### src/rtl/serial_pkg.sv
package serial_pkg;
  // ===========================================================================
  // bus and register map
  localparam int unsigned AW                = 4;
  localparam int unsigned DW                = 8;
  localparam logic [3:0]  ADDR_SERIAL_MODE  = 4'h0;
  localparam logic [3:0]  ADDR_SERIAL_CTRL  = 4'h1;
  localparam logic [3:0]  ADDR_BAUD_DIV     = 4'h2;
  localparam logic [3:0]  ADDR_TX_DATA      = 4'h3;
  localparam logic [3:0]  ADDR_RX_DATA      = 4'h4;
  localparam logic [3:0]  ADDR_STATUS       = 4'h5;
  localparam logic [3:0]  ADDR_IRQ_STATUS   = 4'h6;
  localparam logic [3:0]  ADDR_IRQ_MASK     = 4'h7;
  localparam logic [3:0]  ADDR_TIMER_CTRL   = 4'h8;
  // ===========================================================================
  // field positions
  localparam int unsigned MODE_SYNC         = 7;
  localparam int unsigned MODE_CHAR7        = 6;
  localparam int unsigned MODE_PAR_EN       = 5;
  localparam int unsigned MODE_PAR_ODD      = 4;
  localparam int unsigned MODE_STOP2        = 3;
  localparam int unsigned MODE_MULTIPROC    = 2;
  localparam int unsigned CTRL_TX_EN        = 5;
  localparam int unsigned CTRL_RX_EN        = 4;
  localparam int unsigned CTRL_MPB_TX       = 2;
  localparam int unsigned CTRL_EXT_CLK      = 1;
  localparam int unsigned CTRL_CLK_OUT      = 0;
  localparam int unsigned TC_MULTIPROC_EN   = 2;
  localparam int unsigned ST_TX_EMPTY       = 0;
  localparam int unsigned ST_TX_END         = 1;
  localparam int unsigned ST_RX_FULL        = 2;
  localparam int unsigned ST_RX_MPB         = 3;
  localparam int unsigned IRQ_RX_FULL       = 0;
  localparam int unsigned IRQ_TX_EMPTY      = 1;
  localparam int unsigned IRQ_TX_END        = 2;
  localparam int unsigned IRQ_OVERRUN       = 3;
  localparam int unsigned IRQ_FRAMING       = 4;
  localparam int unsigned IRQ_PARITY        = 5;
  localparam int unsigned IRQ_W             = 6;
  // ===========================================================================
  // reset values and timing counts
  localparam logic [7:0]  SERIAL_MODE_RST   = 8'h00;
  localparam logic [7:0]  SERIAL_CTRL_RST   = 8'h00;
  localparam logic [7:0]  BAUD_DIV_RST      = 8'h00;
  localparam logic [7:0]  TIMER_CTRL_RST    = 8'h00;
  localparam logic [5:0]  IRQ_MASK_RST      = 6'h00;
  localparam logic [3:0]  SAMPLE_PHASE      = 4'h7;
  localparam logic [3:0]  LAST_PHASE        = 4'hf;
  localparam int unsigned FRAME_W           = 12;
  localparam logic [3:0]  SYNC_TX_LEN       = 4'h9;
  localparam logic [3:0]  SYNC_RX_LEN       = 4'h8;
  // ===========================================================================
  // states
  typedef enum logic [0:0] {TX_IDLE, TX_SHIFT} tx_state_t;
  typedef enum logic [1:0] {RX_IDLE, RX_START, RX_BITS} rx_state_t;
endpackage : serial_pkg

### src/rtl/serial_comm_if.sv
// The implementer's own choices: the strobed register port and the register addresses.
`timescale 1ns/1ps
// Contract
// - async characters framed individually, start plus stop
// - independent transmit and receive run together
// - holding register plus shifter on both sides
// - idle line rests high
// - frame starts with low start bit
// - data bits follow, lsb first
// - parity or multiprocessor bit, then stops
// - receiver samples on 8th of 16
// - synchronous mode: eight data bits only
// - synchronous receive flags only overrun
// - sync internal clock driven out
// - sync external clock taken from pin
// - mode bits select format
// - async internal, clock pin unused
// - async clock output at bit rate
// - async external clock at 16x
// - sync ignores clock output enable
// - multiprocessor needs global enable too
// - received parity checked, even or odd
module serial_comm_if (
  input  wire logic                    i_ref_clk,
  input  wire logic                    i_rstn,
  input  wire logic [serial_pkg::AW-1:0] i_addr,
  input  wire logic [serial_pkg::DW-1:0] i_wdata,
  input  wire logic                    i_wr,
  input  wire logic                    i_rd,
  output logic      [serial_pkg::DW-1:0] o_rdata,
  input  wire logic                    i_rxd,
  output logic                         o_txd,
  input  wire logic                    i_sck,
  output logic                         o_sck,
  output logic                         o_sck_oe,
  output logic                         o_irq
);
  import serial_pkg::*;

  // ===========================================================================
  // registers
  logic [7:0]        serial_mode_ff;
  logic [7:0]        serial_ctrl_ff;
  logic [7:0]        baud_div_ff;
  logic [7:0]        serial_timer_ctrl_ff;
  logic [IRQ_W-1:0]  irq_mask_ff;
  logic [IRQ_W-1:0]  irq_status_ff;
  logic [IRQ_W-1:0]  irq_set;
  logic              wr_mode, wr_ctrl, wr_baud, wr_tx, wr_irq, wr_mask, wr_tc, rd_rx;

  assign wr_mode = i_wr && (i_addr == ADDR_SERIAL_MODE);
  assign wr_ctrl = i_wr && (i_addr == ADDR_SERIAL_CTRL);
  assign wr_baud = i_wr && (i_addr == ADDR_BAUD_DIV);
  assign wr_tx   = i_wr && (i_addr == ADDR_TX_DATA);
  assign wr_irq  = i_wr && (i_addr == ADDR_IRQ_STATUS);
  assign wr_mask = i_wr && (i_addr == ADDR_IRQ_MASK);
  assign wr_tc   = i_wr && (i_addr == ADDR_TIMER_CTRL);
  assign rd_rx   = i_rd && (i_addr == ADDR_RX_DATA);

  always_ff @(posedge i_ref_clk) begin
    if (!i_rstn) begin
      serial_mode_ff       <= SERIAL_MODE_RST;
      serial_ctrl_ff       <= SERIAL_CTRL_RST;
      baud_div_ff          <= BAUD_DIV_RST;
      serial_timer_ctrl_ff <= TIMER_CTRL_RST;
      irq_mask_ff          <= IRQ_MASK_RST;
    end else begin
      if (wr_mode) serial_mode_ff <= i_wdata;
      if (wr_ctrl) serial_ctrl_ff <= i_wdata;
      if (wr_baud) baud_div_ff <= i_wdata;
      if (wr_tc)   serial_timer_ctrl_ff <= i_wdata;
      if (wr_mask) irq_mask_ff <= i_wdata[IRQ_W-1:0];
    end
  end

  // format decode
  logic sync_m, char7, par_en, par_odd, stop2, ext_clk, clk_out, tx_en, rx_en;
  logic multiproc_on;
  logic [7:0] data_mask;
  assign sync_m   = serial_mode_ff[MODE_SYNC];
  assign char7    = serial_mode_ff[MODE_CHAR7];
  assign par_en   = serial_mode_ff[MODE_PAR_EN];
  assign par_odd  = serial_mode_ff[MODE_PAR_ODD];
  assign stop2    = serial_mode_ff[MODE_STOP2];
  assign ext_clk  = serial_ctrl_ff[CTRL_EXT_CLK];
  assign clk_out  = serial_ctrl_ff[CTRL_CLK_OUT];
  assign tx_en    = serial_ctrl_ff[CTRL_TX_EN];
  assign rx_en    = serial_ctrl_ff[CTRL_RX_EN];
  // multiprocessor bit replaces parity only with both enables set
  assign multiproc_on = serial_mode_ff[MODE_MULTIPROC]
                        && serial_timer_ctrl_ff[TC_MULTIPROC_EN];
  assign data_mask = char7 ? 8'h7f : 8'hff;

  // ===========================================================================
  // clock sources
  logic [7:0] baud_cnt_ff;
  logic       baud_tick, sck_q_ff, ext_rise, ext_fall, tick16, sync_run;
  logic [3:0] clk_ph_ff;
  logic       sck_int_ff, sck_rise_s, sck_fall_s;
  tx_state_t  tx_st_ff;
  rx_state_t  rx_st_ff;
  logic       rx_full_ff;

  assign baud_tick = (baud_cnt_ff == baud_div_ff);
  assign ext_rise  = i_sck && !sck_q_ff;
  assign ext_fall  = !i_sck && sck_q_ff;
  // async: 16x tick from generator or, bypassing it, from pin
  assign tick16    = ext_clk ? ext_rise : baud_tick;
  assign sync_run  = (tx_st_ff == TX_SHIFT) || ((rx_st_ff == RX_BITS) && !rx_full_ff);
  assign sck_rise_s = ext_clk ? ext_rise : (baud_tick && !sck_int_ff && sync_run);
  assign sck_fall_s = ext_clk ? ext_fall : (baud_tick && sck_int_ff && sync_run);

  always_ff @(posedge i_ref_clk) begin
    if (!i_rstn || baud_tick) baud_cnt_ff <= 8'h00;
    else baud_cnt_ff <= baud_cnt_ff + 8'h01;
  end

  always_ff @(posedge i_ref_clk) begin
    if (!i_rstn) sck_q_ff <= 1'b1;
    else sck_q_ff <= i_sck;
  end

  // free 16x phase: bit boundaries at wrap, output clock rises mid bit
  always_ff @(posedge i_ref_clk) begin
    if (!i_rstn || sync_m) clk_ph_ff <= 4'h0;
    else if (tick16) clk_ph_ff <= clk_ph_ff + 4'h1;
  end

  // sync internal clock idles high and toggles only while shifting
  always_ff @(posedge i_ref_clk) begin
    if (!i_rstn || !sync_m || !sync_run) sck_int_ff <= 1'b1;
    else if (baud_tick && !ext_clk) sck_int_ff <= !sck_int_ff;
  end

  // clock pin function
  always_ff @(posedge i_ref_clk) begin
    if (!i_rstn) begin
      o_sck    <= 1'b1;
      o_sck_oe <= 1'b0;
    end else if (sync_m) begin
      o_sck    <= sck_int_ff;
      o_sck_oe <= !ext_clk;
    end else begin
      o_sck    <= clk_ph_ff[3];
      o_sck_oe <= !ext_clk && clk_out;
    end
  end

  // ===========================================================================
  // transmitter
  logic [7:0]         tx_hold_ff;
  logic               tx_full_ff;
  logic [FRAME_W-1:0] tx_sh_ff, tx_frame;
  logic [3:0]         tx_left_ff, tx_len;
  logic               tx_bit, tx_load, tx_last, tx_par;

  assign tx_bit  = sync_m ? sck_fall_s : (tick16 && (clk_ph_ff == LAST_PHASE));
  assign tx_last = (tx_st_ff == TX_SHIFT) && tx_bit && (tx_left_ff == 4'h1);
  // next character loads at the last bit edge, so there is no gap
  assign tx_load = tx_en && tx_full_ff
                   && (((tx_st_ff == TX_IDLE) && (sync_m || tx_bit)) || tx_last);
  assign tx_par  = ^(tx_hold_ff & data_mask) ^ par_odd;

  always_comb begin : frame_build
    int n;
    int k;
    n = 0;
    k = 0;
    tx_frame = '1;
    tx_len = SYNC_TX_LEN;
    if (sync_m) begin
      tx_frame = {3'b111, tx_hold_ff, 1'b1};
    end else begin
      n = char7 ? 7 : 8;
      tx_frame[0] = 1'b0;
      for (int i = 0; i < 8; i++) begin
        if (i < n) tx_frame[i+1] = tx_hold_ff[i];
      end
      k = n + 1;
      if (multiproc_on) begin
        tx_frame[k] = serial_ctrl_ff[CTRL_MPB_TX];
        k = k + 1;
      end else if (par_en) begin
        tx_frame[k] = tx_par;
        k = k + 1;
      end
      k = k + (stop2 ? 2 : 1);
      tx_len = 4'(k);
    end
  end

  always_ff @(posedge i_ref_clk) begin
    if (!i_rstn) begin
      tx_hold_ff <= 8'h00;
      tx_full_ff <= 1'b0;
    end else begin
      if (wr_tx) tx_hold_ff <= i_wdata;
      if (wr_tx) tx_full_ff <= 1'b1;
      else if (tx_load) tx_full_ff <= 1'b0;
    end
  end

  always_ff @(posedge i_ref_clk) begin
    if (!i_rstn || !tx_en) begin
      tx_st_ff   <= TX_IDLE;
      tx_sh_ff   <= '1;
      tx_left_ff <= 4'h0;
    end else if (tx_load && sync_m && (tx_st_ff == TX_SHIFT)) begin
      tx_sh_ff   <= {1'b1, tx_frame[FRAME_W-1:1]};
      tx_left_ff <= tx_len - 4'h1;
    end else if (tx_load) begin
      tx_st_ff   <= TX_SHIFT;
      tx_sh_ff   <= tx_frame;
      tx_left_ff <= tx_len;
    end else if (tx_last) begin
      tx_st_ff   <= TX_IDLE;
    end else if ((tx_st_ff == TX_SHIFT) && tx_bit) begin
      tx_sh_ff   <= {1'b1, tx_sh_ff[FRAME_W-1:1]};
      tx_left_ff <= tx_left_ff - 4'h1;
    end
  end

  always_ff @(posedge i_ref_clk) begin
    if (!i_rstn) o_txd <= 1'b1;
    else o_txd <= (tx_st_ff == TX_SHIFT) ? tx_sh_ff[0] : 1'b1;
  end

  // ===========================================================================
  // receiver
  logic               rxd_q_ff, rx_smp, rx_done, rx_mpb_ff;
  logic [3:0]         rx_ph_ff, rx_cnt_ff, rx_need;
  logic [FRAME_W-1:0] rx_sh_ff, rx_word;
  logic [7:0]         rx_data, rx_data_ff;
  logic               rx_stop, rx_extra, rx_fer, rx_per;

  assign rx_smp  = sync_m ? sck_rise_s : (tick16 && (rx_ph_ff == SAMPLE_PHASE));
  assign rx_need = sync_m ? SYNC_RX_LEN
                   : 4'(tx_len - (stop2 ? 4'h1 : 4'h0)); // only first stop is checked
  assign rx_done = (rx_st_ff == RX_BITS) && rx_smp && (4'(rx_cnt_ff + 4'h1) == rx_need);

  always_comb begin : rx_unpack
    int n;
    n = char7 ? 7 : 8;
    rx_word  = {i_rxd, rx_sh_ff[FRAME_W-1:1]} >> (4'hc - rx_need);
    rx_data  = sync_m ? rx_word[7:0] : (rx_word[8:1] & data_mask);
    rx_extra = rx_word[n+1];
    rx_stop  = rx_word[rx_need-4'h1];
    rx_fer   = !sync_m && !rx_stop;
    rx_per   = !sync_m && par_en && !multiproc_on
               && ((^rx_data ^ par_odd) != rx_extra);
  end

  always_ff @(posedge i_ref_clk) begin
    if (!i_rstn) rxd_q_ff <= 1'b1;
    else rxd_q_ff <= i_rxd;
  end

  always_ff @(posedge i_ref_clk) begin
    if (!i_rstn || !rx_en) begin
      rx_st_ff  <= RX_IDLE;
      rx_ph_ff  <= 4'h0;
      rx_cnt_ff <= 4'h0;
      rx_sh_ff  <= '1;
    end else begin
      if (tick16) rx_ph_ff <= rx_ph_ff + 4'h1;
      case (rx_st_ff)
        RX_IDLE: begin
          if (sync_m) begin
            rx_st_ff  <= RX_BITS;
            rx_cnt_ff <= 4'h0;
          end else if (rxd_q_ff && !i_rxd) begin
            rx_st_ff <= RX_START;
            rx_ph_ff <= 4'h0;
          end
        end
        RX_START: begin
          if (rx_smp && i_rxd) rx_st_ff <= RX_IDLE;     // glitch, not a start bit
          else if (rx_smp) begin
            rx_st_ff  <= RX_BITS;
            rx_cnt_ff <= 4'h1;
            rx_sh_ff  <= {i_rxd, rx_sh_ff[FRAME_W-1:1]};
          end
        end
        RX_BITS: begin
          if (rx_done) begin
            rx_st_ff  <= sync_m ? RX_BITS : RX_IDLE;
            rx_cnt_ff <= 4'h0;
          end else if (rx_smp) begin
            rx_cnt_ff <= rx_cnt_ff + 4'h1;
            rx_sh_ff  <= {i_rxd, rx_sh_ff[FRAME_W-1:1]};
          end
        end
        default: rx_st_ff <= RX_IDLE;
      endcase
    end
  end

  logic rx_ovr, rx_good;
  assign rx_ovr  = rx_done && rx_full_ff && !rd_rx;
  assign rx_good = rx_done && !rx_ovr && !rx_fer && !rx_per;

  always_ff @(posedge i_ref_clk) begin
    if (!i_rstn) begin
      rx_data_ff <= 8'h00;
      rx_full_ff <= 1'b0;
      rx_mpb_ff  <= 1'b0;
    end else begin
      if (rx_good) begin
        rx_data_ff <= rx_data;
        rx_mpb_ff  <= multiproc_on && rx_extra;
      end
      if (rx_good) rx_full_ff <= 1'b1;
      else if (rd_rx) rx_full_ff <= 1'b0;
    end
  end

  // ===========================================================================
  // interrupts: sticky events, write one to clear, set wins
  assign irq_set[IRQ_RX_FULL]  = rx_good;
  assign irq_set[IRQ_TX_EMPTY] = tx_load;
  assign irq_set[IRQ_TX_END]   = tx_last && !tx_load;
  assign irq_set[IRQ_OVERRUN]  = rx_ovr;
  assign irq_set[IRQ_FRAMING]  = rx_done && rx_fer;
  assign irq_set[IRQ_PARITY]   = rx_done && rx_per;

  always_ff @(posedge i_ref_clk) begin
    if (!i_rstn) irq_status_ff <= '0;
    else irq_status_ff <= (irq_status_ff & ~(wr_irq ? i_wdata[IRQ_W-1:0] : '0)) | irq_set;
  end

  always_ff @(posedge i_ref_clk) begin
    if (!i_rstn) o_irq <= 1'b0;
    else o_irq <= |(irq_status_ff & irq_mask_ff);
  end

  // ===========================================================================
  // read port
  logic [7:0] status_rd;
  assign status_rd = {4'h0, rx_mpb_ff, rx_full_ff,
                      (tx_st_ff == TX_IDLE) && !tx_full_ff, !tx_full_ff};

  always_ff @(posedge i_ref_clk) begin
    if (!i_rstn || !i_rd) o_rdata <= 8'h00;
    else begin
      case (i_addr)
        ADDR_SERIAL_MODE: o_rdata <= serial_mode_ff;
        ADDR_SERIAL_CTRL: o_rdata <= serial_ctrl_ff;
        ADDR_BAUD_DIV:    o_rdata <= baud_div_ff;
        ADDR_TX_DATA:     o_rdata <= tx_hold_ff;
        ADDR_RX_DATA:     o_rdata <= rx_data_ff;
        ADDR_STATUS:      o_rdata <= status_rd;
        ADDR_IRQ_STATUS:  o_rdata <= {2'b00, irq_status_ff};
        ADDR_IRQ_MASK:    o_rdata <= {2'b00, irq_mask_ff};
        ADDR_TIMER_CTRL:  o_rdata <= serial_timer_ctrl_ff;
        default:          o_rdata <= 8'h00;
      endcase
    end
  end
endmodule : serial_comm_if

### config.mk
export PLATFORM = sky130hd
export DESIGN_NAME = serial_comm_if
export DESIGN_NICKNAME = d
export VERILOG_FILES = /design/src/rtl/serial_pkg.sv /design/src/rtl/serial_comm_if.sv
export SDC_FILE = /design/constraint.sdc
export NUM_CORES = 1
export LEC_CHECK = 0
export ABC_AREA = 0
export BUFFER_PORTS_ARGS = -buffer_cell sky130_fd_sc_hd__buf_4
export CAP_MARGIN = 20
export CORE_MARGIN = 4
export CORE_UTILIZATION = 44
export DETAILED_ROUTE_END_ITERATION = 10
export GPL_TIMING_DRIVEN = 1
export SYNTH_ARGS = -nofsm -noshare
export SYNTH_HDL_FRONTEND = slang
export SYNTH_SLANG_ARGS = --single-unit
### constraint.sdc
create_clock -name i_ref_clk -period 12.5 [get_ports i_ref_clk]
set_clock_uncertainty 0.2 [all_clocks]
set_input_delay 0.625 -clock i_ref_clk [delete_from_list [all_inputs] [get_ports i_ref_clk]]
set_output_delay 0.625 -clock i_ref_clk [all_outputs]
set_load 0.005 [all_outputs]
==> impl_metrics.tcl <==
set metrics [dict create \
    p_int_uw 775 \
    total_power_mw 1.04 \
    overflow 0 \
    cellLeakagePower_nw 3.18 \
    rows 46 \
    grt_antenna_before_repair 0 \
    drc 0 \
    post_cts_buffers 0 \
    fin_ws_ns 6.00 \
    syn_to_final_growth_pct 12.7 \
    initial_core_util_pct 45.5 \
    synth_xor_area_share_pct 5.72 \
    r2r-end "rx_data_ff[2]$_SDFFE_PN0P_" \
    grt.total_usage_pct 23.3 \
    antennaDiodeCount 0 \
    cts.sinks 126 \
    crit_arrival_ns 6.65 \
    vdd_drop_max_uv 100 \
    stdcell_area_um2 8240 \
    first_pass_iters 5 \
    grt_pass1_wl_mm 33.9 \
    rsz0062_at_grt "no" \
    root_buffer "clkbuf_16" \
    final_common_cell "dfxtp_1" \
    synth_top_family_by_area "simple AND/OR/NAND/NOR gates" \
    dpl_cell_area_um2 7620 \
    vias 6586 \
    fin_util_pct 51.3 \
    ant_nets 0 \
    drive_above_1_share_pct 12.5 \
    setup_viol 0 \
    r2r_slack_ns 6.00 \
    grt_pass1_vias 6148 \
    drt_iter0_markers 565 \
    synth_compound_area_share_pct 19.1 \
    clk_pin_slew_ns 0.05 \
    cap_violations 0 \
    cts_hold_buf 0 \
    period_needed_ns 6.50 \
    met1_usage_pct 32.0 \
    end_kind "register" \
    ys_warn_count 0 \
    async_flop_share_pct 0 \
    timing.fmax_mhz 154 \
    min_path_type "primary input to register" \
    critPathRequiredTime_ns 12.65 \
    ff2ff_path_depth 21 \
    h-tree-depth 4 \
    hold_path_depth 2 \
    startpoint_type "register" \
    tns_ns 0 \
    yosys.area.top_type "dfxtp_1" \
    gp_congestion 0.908 \
    wl_mm 21.4 \
    pwr-share-comb_pct 11.7 \
    avgSynthCellArea_um2 8.47 \
    worst_pin_slew_ns 1.11 \
    die_area_um2 18700 \
    final_cells 1091 \
    synth_edf_count 0 \
    synthSimpleGateAreaFrac_pct 21.4 \
    io_buffers 29 \
    rr_startpoint "serial_mode_ff[6]$_SDFFE_PN0P_" \
    min-delay-start "i_sck" \
    power_per_cell_area_nw_per_um2 126 \
    grt.met2_usage_pct 36.1 \
    slew_headroom_pct 25.8 \
    grt_max_degree 54 \
    core-area_um2 16100 \
    synth_top_area_share_pct 34.5 \
    critPathMaxFanout 26 \
    drv_slew 0 \
    die_h_um 137 \
    cts_buffer_depth 2 \
    synth-adder-area-share_pct 3.01 \
    critPathKind "register to register" \
    pre_cts_slack_ns 6.02 \
    cts_resized 0 \
    syn_inst 863 \
    ys_top_cells_by_area "dfxtp_1 35%, mux2i_1 9.3%, nand2_1 4.9%, nor2_1 4.8%, a21oi_1 3.6%" \
    finalHoldViolations 0 \
    finalCritPeriodShare_pct 52.0 \
    nFillCells 1503 \
    final_cell_mix "125 x dfxtp_1, 95 x nand2_1, 93 x nor2_1" \
    switchingPower_uw 265 \
    cts_inserted_buffers 17 \
    p_seq_share_pct 39.7 \
    endpoint "rx_data_ff[2]$_SDFFE_PN0P_" \
    clkLatencyLatePin_ns 0.42 \
    switching_share_pct 25.5 \
    post-dp-hpwl_mm 15.3 \
    gr-usage-met3_pct 5.33 \
    cts_tree "built" \
    wl_per_cell_um 19.7 \
    synthesis.area_um2 7310 \
    ys_seq_elements 126 \
    top_usage_layer "met2" \
    nets 898 \
    dp.cells 1059 \
    clkPwrFrac_pct 48.7 \
    synthFlopType "dfxtp_1" \
    ys_seq_area_share_pct 34.5 \
    muxShareOfSynthArea_pct 12.4 \
    via_per_inst 6.04 \
    dieWidth_um 137 \
    synth_nets 898 \
    startpoint "serial_mode_ff[6]$_SDFFE_PN0P_" \
    hold_ws_ns 0.223 \
    synth.distinct_cells 89 \
    outcome "completed" \
    pin_count 30 \
]
## kinds of logic after synthesis
family | Yosys count
AOI/OAI and AO/OA | 198
DFF | 126
xor gates and xnor gates | 42
muxes | 83
and+or+nand+nor | 326
buffers and inverters | 71
adders and majority gates | 17
## registers in the layout, summed over array words and instances (netlist names), 2 cells and up
name                  flops
rx_sh_ff                 11
tx_sh_ff                 10
baud_cnt_ff               8
baud_div_ff               8
o_rdata                   8
rx_data_ff                8
serial_ctrl_ff            8
serial_mode_ff            8
serial_timer_ctrl_ff      8
tx_hold_ff                8
irq_mask_ff               6
irq_status_ff             6
clk_ph_ff                 4
rx_cnt_ff                 4
rx_ph_ff                  4
tx_left_ff                4
rx_st_ff                  2
## Yosys cell counts (3+ instances only)
master and number:
xor2_1 20, o2111ai_1 5, mux4_2 4, a21boi_0 3, a21oi_1 52, o21a_1 3
buf_2 6, buf_1 5, nor3_1 16, and3_1 4, o221a_2 3, mux2i_1 68
and2_1 4, o21ai_0 36, ha_1 16, or2_2 3, nand3b_1 6, o21bai_1 3
a32oi_1 5, nor4_1 4, a211oi_1 3, o211ai_1 16, and4_1 3, o21ai_1 3
dfxtp_1 126, nand2b_1 8, a22o_1 4, nor2b_1 14, nor2_1 93, or3_1 4
nand2_1 95, a221oi_1 7, mux2_2 7, nand4_1 6, a22oi_1 16, clkbuf_1 40
a31oi_1 7, o31ai_1 3, inv_1 16, a31o_2 4, nand3_1 47, xnor2_1 18
## area by class of cell
cell class / count / area, um2 / share of cell area, %
inverter: 17 / 63.8 / 0.775
tap: 216 / 270 / 3.28
clock buffer: 18 / 439 / 5.33
clock inverter: 13 / 165 / 2.01
timing repair buffer: 35 / 270 / 3.28
sequential: 126 / 2520 / 30.6
multi-input combinational: 666 / 4500 / 54.7
## worst min path at each step
stage | endpoint
finish | sck_q_ff$_SDFF_PN1_
global route | sck_q_ff$_SDFF_PN1_
CTS | sck_q_ff$_SDFF_PN1_
detailed placement | serial_ctrl_ff[7]$_SDFFE_PN0P_
global placement | o_txd$_SDFF_PN1_
floorplan | o_txd$_SDFF_PN1_
## critical path, cell delays in order, from the launching register on
cell	delay, ns
dfxtp_1	0.47
inv_1	0.14
ha_1	0.28
nand2_1	0.05
o21ai_0	0.09
ha_1	0.28
nor2_1	0.20
ha_1	0.53
nor2_1	0.19
buf_4	0.24
inv_1	0.22
ha_1	0.95
mux2_2	0.46
a221oi_1	0.24
o21ai_0	0.20
xnor2_1	0.16
a21oi_1	0.20
xnor2_1	0.17
xnor3_2	0.40
mux2_4	0.39
nor2_8	0.18
mux2i_1	0.19
## layer usage
| layer | vias to the layer above | share of wire, % |
|---|---|---|
| li1 | 3120 | - |
| met1 | 3180 | 45 |
| met2 | 247 | 46 |
| met3 | 39 | 6.5 |
| met4 | 0 | 2.3 |
| met5 | - | 0 |
## power by group through the flow
stage / clock [mW] / sequential (mW) / combinational, mW
global placement: 0 / 0.421 / 0.119
finish: 0.506 / 0.413 / 0.121
global route: 0.529 / 0.413 / 0.131
detailed placement: 0 / 0.421 / 0.120
floorplan: 0 / 0.420 / 0.0901
CTS: 0.512 / 0.413 / 0.121
Power figures use the tool's default switching activity.
